<file path="config.mk">
export PLATFORM = sky130hd
export DESIGN_NAME = lbd_top
export DESIGN_NICKNAME = d
export VERILOG_FILES = /design/src/logic/lbd_pkg.sv /design/src/logic/lbd_top.sv
export SDC_FILE = /design/constraint.sdc
export NUM_CORES = 1
export LEC_CHECK = 0
export BUFFER_PORTS_ARGS = -buffer_cell sky130_fd_sc_hd__buf_4
export CORE_MARGIN = 8
export CORE_UTILIZATION = 56
export DETAILED_ROUTE_END_ITERATION = 16
export GPL_TIMING_DRIVEN = 0
export PLACE_DENSITY = 0.81
export SLEW_MARGIN = 10
export SYNTH_ARGS = -nofsm -noshare
export SYNTH_HDL_FRONTEND = slang
export SYNTH_SLANG_ARGS = --single-unit
</file>
<file path="constraint.sdc">
create_clock -name clk_sys_in -period 3.7 [get_ports clk_sys_in]
set_input_delay 0.555 -clock clk_sys_in [delete_from_list [all_inputs] [get_ports clk_sys_in]]
set_output_delay 0.555 -clock clk_sys_in [all_outputs]
set_load 0.03 [all_outputs]
</file>
<file path="src/logic/lbd_pkg.sv">
// package of constants for the local bus dma configuration block
// How it works
// - With the second decode select bit at zero the first peripheral decoding applies and the second irq input is active high, at one the alternate decoding applies and it is active low.
// - A dma request drops in the internal view only after the programmed validation delay, with 000 meaning no delay and 100 reserved.
// - Both dma requests are validated over 8, 16 or 32 falling edges of the local bus out clock for settings 101, 110 and 111.
// - A request still inactive after the validation delay marks end of packet for the current transfer.
// - With interrupt pass at zero the data mode state machine interprets every peripheral interrupt itself.
// - With interrupt pass at one interrupts of the third and fourth framer status registers are forwarded to the interrupt queue instead.
// - The config block base is fetched from the host word at the indirect address register, whose two low bits are zero.
// - The transmit interrupt queue starts at the dword aligned transmit base address.
// - The transmit queue holds (n+1) times 16 dwords for the 8-bit length n, up to 4096.
// - The receive interrupt queue starts at the dword aligned receive base address.
// - The receive queue holds (n+1) times 16 dwords for the 8-bit length n, up to 4096.
// - The bytes of the peripheral pointer registers are the register addresses driven on the local bus.
// - With separate irq pins at zero input a serves both channels and input b is ignored, at one each channel has its own input.
package lbd_pkg;
    localparam logic [7:0] OFF_CCBA     = 8'h44;
    localparam logic [7:0] OFF_TRAN     = 8'h4c;
    localparam logic [7:0] OFF_TIQBA    = 8'h50;
    localparam logic [7:0] OFF_TIQL     = 8'h54;
    localparam logic [7:0] OFF_RIQBA    = 8'h58;
    localparam logic [7:0] OFF_RIQL     = 8'h5c;
    localparam logic [7:0] OFF_PTR0     = 8'h60;
    localparam logic [7:0] OFF_PTR1     = 8'h64;
    localparam logic [7:0] OFF_CONF     = 8'h40;
    localparam logic [7:0] OFF_IRQ_STAT = 8'h78;
    localparam logic [7:0] OFF_IRQ_MASK = 8'h7c;
    localparam logic [31:0] RST_ZERO    = 32'h0000_0000;
    localparam logic [31:0] RST_TRAN    = 32'h0000_0003;
    localparam logic [31:0] RST_CONF    = 32'h0000_0000;
    localparam logic [31:0] ALIGN_MASK  = 32'hffff_fffc;
    // conf register fields
    localparam int CONF_DECODE2  = 0;
    localparam int CONF_SPINPINS = 1;
    localparam int CONF_IPASS    = 2;
    localparam int CONF_DV_LO    = 4;
    localparam int CONF_EBC_RSTN = 8;
    localparam int CONF_LBU_RSTN = 9;
    localparam logic [2:0] DV_NONE = 3'h0;
    localparam logic [2:0] DV_RSVD = 3'h4;
    localparam logic [2:0] DV_8    = 3'h5;
    localparam logic [2:0] DV_16   = 3'h6;
    localparam logic [2:0] DV_32   = 3'h7;
    localparam logic [5:0] CNT_8   = 6'h08;
    localparam logic [5:0] CNT_16  = 6'h10;
    localparam logic [5:0] CNT_32  = 6'h20;
    localparam logic [13:0] QUEUE_UNIT = 14'h0010;
    // irq status bits
    localparam int ST_EOP_A = 0;
    localparam int ST_EOP_B = 1;
    localparam int ST_PASS  = 2;
    localparam int ST_ERR   = 3;
    // cause codes of the interrupt source
    localparam logic [1:0] SRC_FRAMER3 = 2'h2;
    localparam logic [1:0] SRC_FRAMER4 = 2'h3;
endpackage : lbd_pkg

</file>
<file path="src/logic/lbd_top.sv">
// local bus dma configuration block with axi4-lite register slave
`timescale 1ns/1ps
module lbd_top (
    input  wire logic        clk_sys_in,
    input  wire logic        srst_in,
    input  wire logic [7:0]  s_awaddr_in,
    input  wire logic        s_awvalid_in,
    output logic             s_awready_out,
    input  wire logic [31:0] s_wdata_in,
    input  wire logic [3:0]  s_wstrb_in,
    input  wire logic        s_wvalid_in,
    output logic             s_wready_out,
    output logic [1:0]       s_bresp_out,
    output logic             s_bvalid_out,
    input  wire logic        s_bready_in,
    input  wire logic [7:0]  s_araddr_in,
    input  wire logic        s_arvalid_in,
    output logic             s_arready_out,
    output logic [31:0]      s_rdata_out,
    output logic [1:0]       s_rresp_out,
    output logic             s_rvalid_out,
    input  wire logic        s_rready_in,
    input  wire logic        local_bus_out_clock_in,
    input  wire logic        dma_request_chan_a_in,
    input  wire logic        dma_request_chan_b_in,
    input  wire logic        peripheral_irq_in_a_in,
    input  wire logic        peripheral_irq_in_b_in,
    input  wire logic [1:0]  irq_source_in,
    input  wire logic [31:0] host_rdata_in,
    input  wire logic        host_rvalid_in,
    input  wire logic        fetch_start_in,
    output logic             host_rd_req_out,
    output logic [31:0]      host_rd_addr_out,
    output logic [31:0]      ccb_base_out,
    output logic [31:0]      txq_base_out,
    output logic [12:0]      txq_dwords_out,
    output logic [31:0]      rxq_base_out,
    output logic [12:0]      rxq_dwords_out,
    output logic [63:0]      periph_reg_addr_out,
    output logic [1:0]       dma_req_valid_out,
    output logic [1:0]       eop_pulse_out,
    output logic             decode_alt_out,
    output logic [1:0]       chan_irq_out,
    output logic             data_mode_state_machine_irq_out,
    output logic             queue_irq_out,
    output logic             ext_bus_ctrl_reset_n_out,
    output logic             local_bus_unit_reset_n_out,
    output logic             irq_out
);
    import lbd_pkg::*;

    // ************************************************
    // register bus
    // ************************************************
    logic [31:0] ccba_q, tran_q, tiqba_q, tiql_q, riqba_q, riql_q;
    logic [31:0] ptr0_q, ptr1_q, conf_q, stat_q, mask_q;
    logic [7:0]  awaddr_q;
    logic [31:0] wdata_q;
    logic [3:0]  wstrb_q;
    logic        aw_have_q, w_have_q, bvalid_q, rvalid_q;
    logic [31:0] rdata_q;
    logic [1:0]  bresp_q, rresp_q;

    function automatic logic [31:0] merge(input logic [31:0] old,
                                          input logic [31:0] nw,
                                          input logic [3:0]  strb);
        logic [31:0] r;
        r = old;
        for (int i = 0; i < 4; i++) begin
            if (strb[i]) begin
                r[i*8 +: 8] = nw[i*8 +: 8];
            end
        end
        return r;
    endfunction : merge

    function automatic logic known(input logic [7:0] a);
        return (a == OFF_CCBA) || (a == OFF_TRAN) || (a == OFF_TIQBA) ||
               (a == OFF_TIQL) || (a == OFF_RIQBA) || (a == OFF_RIQL) ||
               (a == OFF_PTR0) || (a == OFF_PTR1) || (a == OFF_CONF) ||
               (a == OFF_IRQ_STAT) || (a == OFF_IRQ_MASK);
    endfunction : known

    wire do_write = aw_have_q && w_have_q && !bvalid_q;
    wire [31:0] wval = merge(32'h0, wdata_q, wstrb_q);
    assign s_awready_out = !aw_have_q && !bvalid_q;
    assign s_wready_out  = !w_have_q && !bvalid_q;
    assign s_arready_out = !rvalid_q;
    assign s_bvalid_out  = bvalid_q;
    assign s_bresp_out   = bresp_q;
    assign s_rvalid_out  = rvalid_q;
    assign s_rdata_out   = rdata_q;
    assign s_rresp_out   = rresp_q;

    wire wr_ccba  = do_write && awaddr_q == OFF_CCBA;
    wire wr_tran  = do_write && awaddr_q == OFF_TRAN;
    wire wr_tiqba = do_write && awaddr_q == OFF_TIQBA;
    wire wr_tiql  = do_write && awaddr_q == OFF_TIQL;
    wire wr_riqba = do_write && awaddr_q == OFF_RIQBA;
    wire wr_riql  = do_write && awaddr_q == OFF_RIQL;
    wire wr_ptr0  = do_write && awaddr_q == OFF_PTR0;
    wire wr_ptr1  = do_write && awaddr_q == OFF_PTR1;
    wire wr_conf  = do_write && awaddr_q == OFF_CONF;
    wire wr_stat  = do_write && awaddr_q == OFF_IRQ_STAT;
    wire wr_mask  = do_write && awaddr_q == OFF_IRQ_MASK;

    wire [31:0] rd_mux =
        (s_araddr_in == OFF_CCBA)     ? ccba_q  :
        (s_araddr_in == OFF_TRAN)     ? tran_q  :
        (s_araddr_in == OFF_TIQBA)    ? tiqba_q :
        (s_araddr_in == OFF_TIQL)     ? tiql_q  :
        (s_araddr_in == OFF_RIQBA)    ? riqba_q :
        (s_araddr_in == OFF_RIQL)     ? riql_q  :
        (s_araddr_in == OFF_PTR0)     ? ptr0_q  :
        (s_araddr_in == OFF_PTR1)     ? ptr1_q  :
        (s_araddr_in == OFF_CONF)     ? conf_q  :
        (s_araddr_in == OFF_IRQ_STAT) ? stat_q  :
        (s_araddr_in == OFF_IRQ_MASK) ? mask_q  : RST_ZERO;

    always_ff @(posedge clk_sys_in) begin
        if (srst_in) begin
            aw_have_q <= 1'b0;
            w_have_q  <= 1'b0;
            bvalid_q  <= 1'b0;
            bresp_q   <= 2'h0;
            awaddr_q  <= 8'h00;
            wdata_q   <= RST_ZERO;
            wstrb_q   <= 4'h0;
        end else begin
            if (s_awvalid_in && s_awready_out) begin
                aw_have_q <= 1'b1;
                awaddr_q  <= s_awaddr_in;
            end
            if (s_wvalid_in && s_wready_out) begin
                w_have_q <= 1'b1;
                wdata_q  <= s_wdata_in;
                wstrb_q  <= s_wstrb_in;
            end
            if (do_write) begin
                aw_have_q <= 1'b0;
                w_have_q  <= 1'b0;
                bvalid_q  <= 1'b1;
                bresp_q   <= known(awaddr_q) ? 2'h0 : 2'h2;
            end else if (bvalid_q && s_bready_in) begin
                bvalid_q <= 1'b0;
            end
        end
    end

    always_ff @(posedge clk_sys_in) begin
        if (srst_in) begin
            rvalid_q <= 1'b0;
            rdata_q  <= RST_ZERO;
            rresp_q  <= 2'h0;
        end else if (s_arvalid_in && s_arready_out) begin
            rvalid_q <= 1'b1;
            rdata_q  <= rd_mux;
            rresp_q  <= known(s_araddr_in) ? 2'h0 : 2'h2;
        end else if (rvalid_q && s_rready_in) begin
            rvalid_q <= 1'b0;
        end
    end

    // ************************************************
    // configuration registers
    // ************************************************
    // merged words; bases drop their low bits and lengths keep one byte
    wire [31:0] ccba_m  = merge(ccba_q, wdata_q, wstrb_q);
    wire [31:0] tiqba_m = merge(tiqba_q, wdata_q, wstrb_q);
    wire [31:0] tiql_m  = merge(tiql_q, wdata_q, wstrb_q);
    wire [31:0] riqba_m = merge(riqba_q, wdata_q, wstrb_q);
    wire [31:0] riql_m  = merge(riql_q, wdata_q, wstrb_q);
    always_ff @(posedge clk_sys_in) begin
        if (srst_in) begin
            ccba_q  <= RST_ZERO;
            tran_q  <= RST_TRAN;
            tiqba_q <= RST_ZERO;
            tiql_q  <= RST_ZERO;
            riqba_q <= RST_ZERO;
            riql_q  <= RST_ZERO;
            ptr0_q  <= RST_ZERO;
            ptr1_q  <= RST_ZERO;
            conf_q  <= RST_CONF;
            mask_q  <= RST_ZERO;
        end else begin
            if (wr_ccba)  ccba_q  <= ccba_m & ALIGN_MASK;
            if (wr_tran)  tran_q  <= merge(tran_q, wdata_q, wstrb_q);
            if (wr_tiqba) tiqba_q <= tiqba_m & ALIGN_MASK;
            if (wr_tiql)  tiql_q  <= {24'h0, tiql_m[7:0]};
            if (wr_riqba) riqba_q <= riqba_m & ALIGN_MASK;
            if (wr_riql)  riql_q  <= {24'h0, riql_m[7:0]};
            if (wr_ptr0)  ptr0_q  <= merge(ptr0_q, wdata_q, wstrb_q);
            if (wr_ptr1)  ptr1_q  <= merge(ptr1_q, wdata_q, wstrb_q);
            if (wr_conf)  conf_q  <= merge(conf_q, wdata_q, wstrb_q);
            if (wr_mask)  mask_q  <= merge(mask_q, wdata_q, wstrb_q);
        end
    end

    wire [2:0] dv_sel = conf_q[CONF_DV_LO +: 3];
    wire       ipass  = conf_q[CONF_IPASS];
    // unit resets follow the software bits
    assign ext_bus_ctrl_reset_n_out   = conf_q[CONF_EBC_RSTN];
    assign local_bus_unit_reset_n_out = conf_q[CONF_LBU_RSTN];
    wire lbu_run = conf_q[CONF_LBU_RSTN];

    assign txq_dwords_out = ({5'h0, tiql_q[7:0]} + 13'h1) * QUEUE_UNIT[12:0];
    assign rxq_dwords_out = ({5'h0, riql_q[7:0]} + 13'h1) * QUEUE_UNIT[12:0];
    assign txq_base_out = tiqba_q;
    assign rxq_base_out = riqba_q;
    // pointer bytes drive local bus addresses
    assign periph_reg_addr_out = {ptr1_q, ptr0_q};

    // ************************************************
    // indirect block fetch
    // ************************************************
    logic        fetch_busy_q;
    logic [31:0] ccb_q;
    assign host_rd_req_out  = fetch_busy_q;
    assign host_rd_addr_out = ccba_q;
    assign ccb_base_out     = ccb_q;
    always_ff @(posedge clk_sys_in) begin
        if (srst_in) begin
            fetch_busy_q <= 1'b0;
            ccb_q        <= RST_ZERO;
        end else if (fetch_busy_q && host_rvalid_in) begin
            fetch_busy_q <= 1'b0;
            ccb_q        <= host_rdata_in;
        end else if (fetch_start_in && lbu_run) begin
            fetch_busy_q <= 1'b1;
        end
    end

    // ************************************************
    // dma request validation
    // ************************************************
    logic       lclk_q;
    // the out clock must stay well below half the system rate, or falls
    // between two samples are lost
    logic [1:0] valid_q, eop_q;
    logic [5:0] cnt_q [2];
    // falling edge of out clock, sampled in system domain
    wire lclk_fall = lclk_q && !local_bus_out_clock_in;
    wire [1:0] req_raw = {dma_request_chan_b_in, dma_request_chan_a_in};
    wire [5:0] limit = (dv_sel == DV_8)  ? CNT_8  :
                       (dv_sel == DV_16) ? CNT_16 :
                       (dv_sel == DV_32) ? CNT_32 : 6'h00;
    // reserved setting treated as no delay
    wire no_delay = (dv_sel == DV_NONE) || (dv_sel == DV_RSVD) ||
                    (limit == 6'h00);
    assign dma_req_valid_out = valid_q;
    assign eop_pulse_out     = eop_q;

    always_ff @(posedge clk_sys_in) begin
        if (srst_in) begin
            lclk_q <= 1'b0;
        end else begin
            lclk_q <= local_bus_out_clock_in;
        end
    end

    for (genvar c = 0; c < 2; c++) begin : g_req
        always_ff @(posedge clk_sys_in) begin
            if (srst_in || !lbu_run) begin
                valid_q[c] <= 1'b0;
                eop_q[c]   <= 1'b0;
                cnt_q[c]   <= 6'h00;
            end else begin
                eop_q[c] <= 1'b0;
                if (lclk_fall) begin
                    if (req_raw[c]) begin
                        valid_q[c] <= 1'b1;
                        cnt_q[c]   <= 6'h00;
                    end else if (valid_q[c]) begin
                        if (no_delay || cnt_q[c] + 6'h01 >= limit) begin
                            valid_q[c] <= 1'b0;
                            eop_q[c]   <= 1'b1;
                        end else begin
                            cnt_q[c] <= cnt_q[c] + 6'h01;
                        end
                    end
                end
            end
        end
    end

    // ************************************************
    // peripheral interrupt routing
    // ************************************************
    // alternate decoding inverts input b
    assign decode_alt_out = conf_q[CONF_DECODE2];
    wire irq_b_act = peripheral_irq_in_b_in ^ conf_q[CONF_DECODE2];
    wire irq_a_act = peripheral_irq_in_a_in;
    assign chan_irq_out = conf_q[CONF_SPINPINS] ? {irq_b_act, irq_a_act}
                                                : {irq_a_act, irq_a_act};
    wire any_irq  = irq_a_act || (conf_q[CONF_SPINPINS] && irq_b_act);
    wire framer34 = (irq_source_in == SRC_FRAMER3) ||
                    (irq_source_in == SRC_FRAMER4);
    assign queue_irq_out = lbu_run && any_irq && ipass && framer34;
    assign data_mode_state_machine_irq_out  = lbu_run && any_irq && !(ipass && framer34);

    // ************************************************
    // interrupt status
    // ************************************************
    wire [31:0] ev = {28'h0, (dv_sel == DV_RSVD), queue_irq_out,
                      eop_q[1], eop_q[0]};
    always_ff @(posedge clk_sys_in) begin
        if (srst_in) begin
            stat_q <= RST_ZERO;
        end else begin
            // set wins over write-one clear
            stat_q <= (stat_q & ~(wr_stat ? wval : 32'h0)) | ev;
        end
    end
    assign irq_out = |(stat_q & mask_q);
endmodule : lbd_top

</file>
==> results.md <==
* Setup tns final at 0 ns
* Avg Vias per Cell at 6.27
* #FFs+latches synth at 430
* Row count at 68
* Overall routing resource usage at 37.2%
* Worst hold path endpoint: ccb_base_out[15]$_SDFFE_PP0P_
* FMAX at 295 MHz
* CP most frequent cell: ha_1
* Cell count of the worst reg-to-reg path at 9
* Seq/Total Area, Yosys at 45.2%
* Ports at 372
* Die X-Extent at 202 um
* Worst-Skew Late Latency at 0.57 ns
* Die height at 202 um
* R2R setup slack at 0.31 ns
* Total Die Area at 0.0407 sq mm
* Hold Path Depth at 3
* PortBufs at 351
* Pre-Repair DR Iteration Count at 6
* CP max stage delay at 0.79 ns
* Reg2reg end: cnt_q[1][5]$_SDFFCE_PN0P_
* Via count at 19517
* Final instance area at 0.0240 sq mm
* Met3 routed WL at 11.3 mm
* Dpl cell area at 0.0226 sq mm
* Ys Warns at 0
* Antenna-violating nets left at 0
* CP Capture Type: register
* Total grt overflow at 0
* Mapped Cells at 2215
* Predominant post-synthesis flop cell: dfxtp_1
* Final min period at 3.39 ns
* Worst Path Arrival at 3.58 ns
* WL final at 80.1 mm
* H-tree level count at 2
* Crit-path max FO at 8
* Count leader, synth: dfxtp_1
* Slew Limit Fails at 0
* Hold Slack at 0.223 ns
* Hold-fix buffers, CTS at 0
* Yosys top cell area share at 43.3%
* RSZ-0062 raised after global routing: no
* Status: complete, no violations
* Post-synthesis mux area share at 11.0%
* Met2 Wirelength at 35.0 mm
* Finish-stage setup viols at 0
* Synth cell count leaders: dfxtp_1 (418), nand2_1 (323), a21oi_1 (222)
* Max layer used: met5
* Post-synthesis adder-cell area fraction at 0.777%
* TritonCTS clock tree: yes
* DRC Markers at 0
* Post-Synth XOR/XNOR Area at 0.952%
* Worst Hold Class: input pin to register
* First-pass GRT wire length at 118 mm
* WL met1 at 30.0 mm
* CP max stage cell: nor4_1
* Core ar. at 0.0343 sq mm
* Initial DRC count at 2219
* Filler instances at 2791
* Avg Inst Size Synth at 8.72 sq um
* Hold_sp: host_rdata_in[15]
* Largest delay share family, worst path: simple AND/OR/NAND/NOR gates
* Fin. Hold Viols at 0
* Clock Skew at 0.0127 ns
* Library cells used by synthesis at 77
* Vias in the first global route at 18855
* EDFF count, synth at 12
* CP required at 3.90 ns
* GPL Wtd Cong at 1.02
* Power Density at 416 mW/mm^2
* Synth Area in Compound Gates at 16.5%
* Clock Sinks at 430
* CP Cell Sequence: ha_1, nand3_1, xnor2_1, ha_1, nand2_1, nor3_1, nor4_1, a21oi_1, o21ai_0
* Cts bufs inserted at 45
* Cell taking the most area after synthesis: dfxtp_1
* Buffers & Inverters on Critical Path at 0
* Number of antenna violations at the first check in global routing at 2
* Mean routed wirelength per cell at 25.7 um
* Post-Syn Area at 0.0193 sq mm
* Antenna cells at 0
* Area grow syn2layout at 24.4%
* Top cells by area, synth: dfxtp_1 (43%), mux2i_1 (11%), nand2_1 (6.3%)
* Initial Util at 56.3%
* Layout cell share with drive strength beyond 1 at 19.3%
* Root buffer cell: clkbuf_16
* Layout Nets at 2740
* Post-detail-place hpwl at 61.4 mm
* Post-synth ARST share at 0%
* Pin count of the biggest net entering global routing at 14
* Total power at 9.99 mW
* CTS max path bufs at 3
* Total of max-cap violations at 0
* Largest family of logic cells by synthesized area: simple AND/OR/NAND/NOR gates
* Final Cycle Share at 91.5%
* Worst setup path category: register to register
* Final Util at 70.1%
* Worst slew margin at 17.1%
* Worst Tran Pin Value at 1.23 ns
* Lkg Pwr at 10.5 nW
* Post-Synth Simple-Gate Area at 20.5%
* Crit Reg-Reg Startpoint: cnt_q[1][0]$_SDFFCE_PN0P_
* Maximum vdd drop at 0.000352 V
* Clock Pin Slew Worst Setup and Hold Paths at 0.06 ns
* Critical Path Start Type: register
[power breakdown]
part / internal [mW] / leakage, nW / switching [mW]
combinational: 0.220 / 6.22 / 0.587
sequential: 4.69 / 3.52 / 0.0260
clock: 2.55 / 0.716 / 1.92
total: 7.46 / 10.5 / 2.53
[placed cells by master (no fill, tap or decap), drive strengths merged, types with 5 or more instances in the layout]
master / n
mux2i: 206
a2bb2oi: 16
xnor2: 11
clkinv: 7
conb: 16
nor2: 218
nor3: 16
nand3: 131
o21a: 11
nand4: 5
o21ai: 69
nand3b: 5
a21oi: 222
nor4b: 5
and3: 43
nand2b: 11
xor2: 10
a211oi: 7
dfxtp: 418
o32ai: 5
a22o: 22
o221ai: 16
a211o: 12
nor2b: 9
edfxtp: 12
inv: 13
nor4: 12
a22oi: 46
a221oi: 16
buf: 413
ha: 12
o22ai: 29
clkbuf: 211
or3: 8
and2: 13
nand2: 323
a221o: 5
[layout make-up]
cell class,count,area [sq um],area share (%)
buffer,207,952,3.96
clock buffer,66,1330,5.51
clock inverter,12,109,0.453
inverter,9,33.8,0.141
multi-input combinational,1584,9670,40.3
sequential,430,8730,36.3
tap,455,569,2.37
timing repair buffer,351,2640,11.0
[worst min-delay path: stages]
cell	delay [ns]
buf_4	0.11
nand2_1	0.04
a21oi_1	0.05
[worst max-delay path by stage]
stage | from | endpoint | slack, ns | depth (start not counted)
detailed placement | cnt_q[0][0]$_SDFFCE_PN0P_ | cnt_q[0][4]$_SDFFCE_PN0P_ | 0.31 | 9
finish | cnt_q[1][0]$_SDFFCE_PN0P_ | cnt_q[1][5]$_SDFFCE_PN0P_ | 0.31 | 9
global placement | s_araddr_in[2] | s_rdata_out[21]$_SDFFE_PP0P_ | 0.33 | 8
floorplan | cnt_q[0][0]$_SDFFCE_PN0P_ | cnt_q[0][0]$_SDFFCE_PN0P_ | 0.87 | 9
global route | cnt_q[1][0]$_SDFFCE_PN0P_ | cnt_q[1][1]$_SDFFCE_PN0P_ | 0.01 | 9
CTS | cnt_q[0][0]$_SDFFCE_PN0P_ | cnt_q[0][4]$_SDFFCE_PN0P_ | 0.22 | 9
[registers in the layout (all words and copies together), names as in the netlist, 4 cells and up]
signal,cells
ptr1_q,32
riql_q,8
txq_base_out,30
s_rdata_out,32
tiql_q,8
rxq_base_out,30
tran_q,32
ptr0_q,32
host_rd_addr_out,30
stat_q,32
awaddr_q,8
conf_q,32
wdata_q,32
wstrb_q,4
ccb_base_out,32
cnt_q,12
mask_q,32
[through the flow]
stage | std cells | setup WS (ns)
after floorplan | 2230 | 0.867
after global placement | 3036 | 0.331
after detailed placement | 3036 | 0.314
after CTS | 3114 | 0.223
after global routing | 3114 | 0.0101
final | 3114 | 0.313
[kinds of logic after synthesis]
| family | Yosys count |
|---|---|
| AOI/OAI and AO/OA | 507 |
| muxes | 210 |
| other | 1 |
| xor gates and xnor gates | 21 |
| and+or+nand+nor | 818 |
| adders and majority gates | 12 |
| buffers and inverters | 216 |
| DFF | 430 |
[repair_timing]
| item | in CTS | in global routing |
|---|---|---|
| gates resized for setup | 0 | 1 |
| setup endpoints to repair | 0 | 6 |
| buffers inserted | 0 | 0 |
[per-layer routing]
layer  track usage [%]  vias to the layer above
li1                  -                     8629
met1              46.7                     9241
met2              56.8                     1399
met3              13.1                      246
met4              16.8                        2
met5                 0                        -
(Power assumes the default switching activity.)
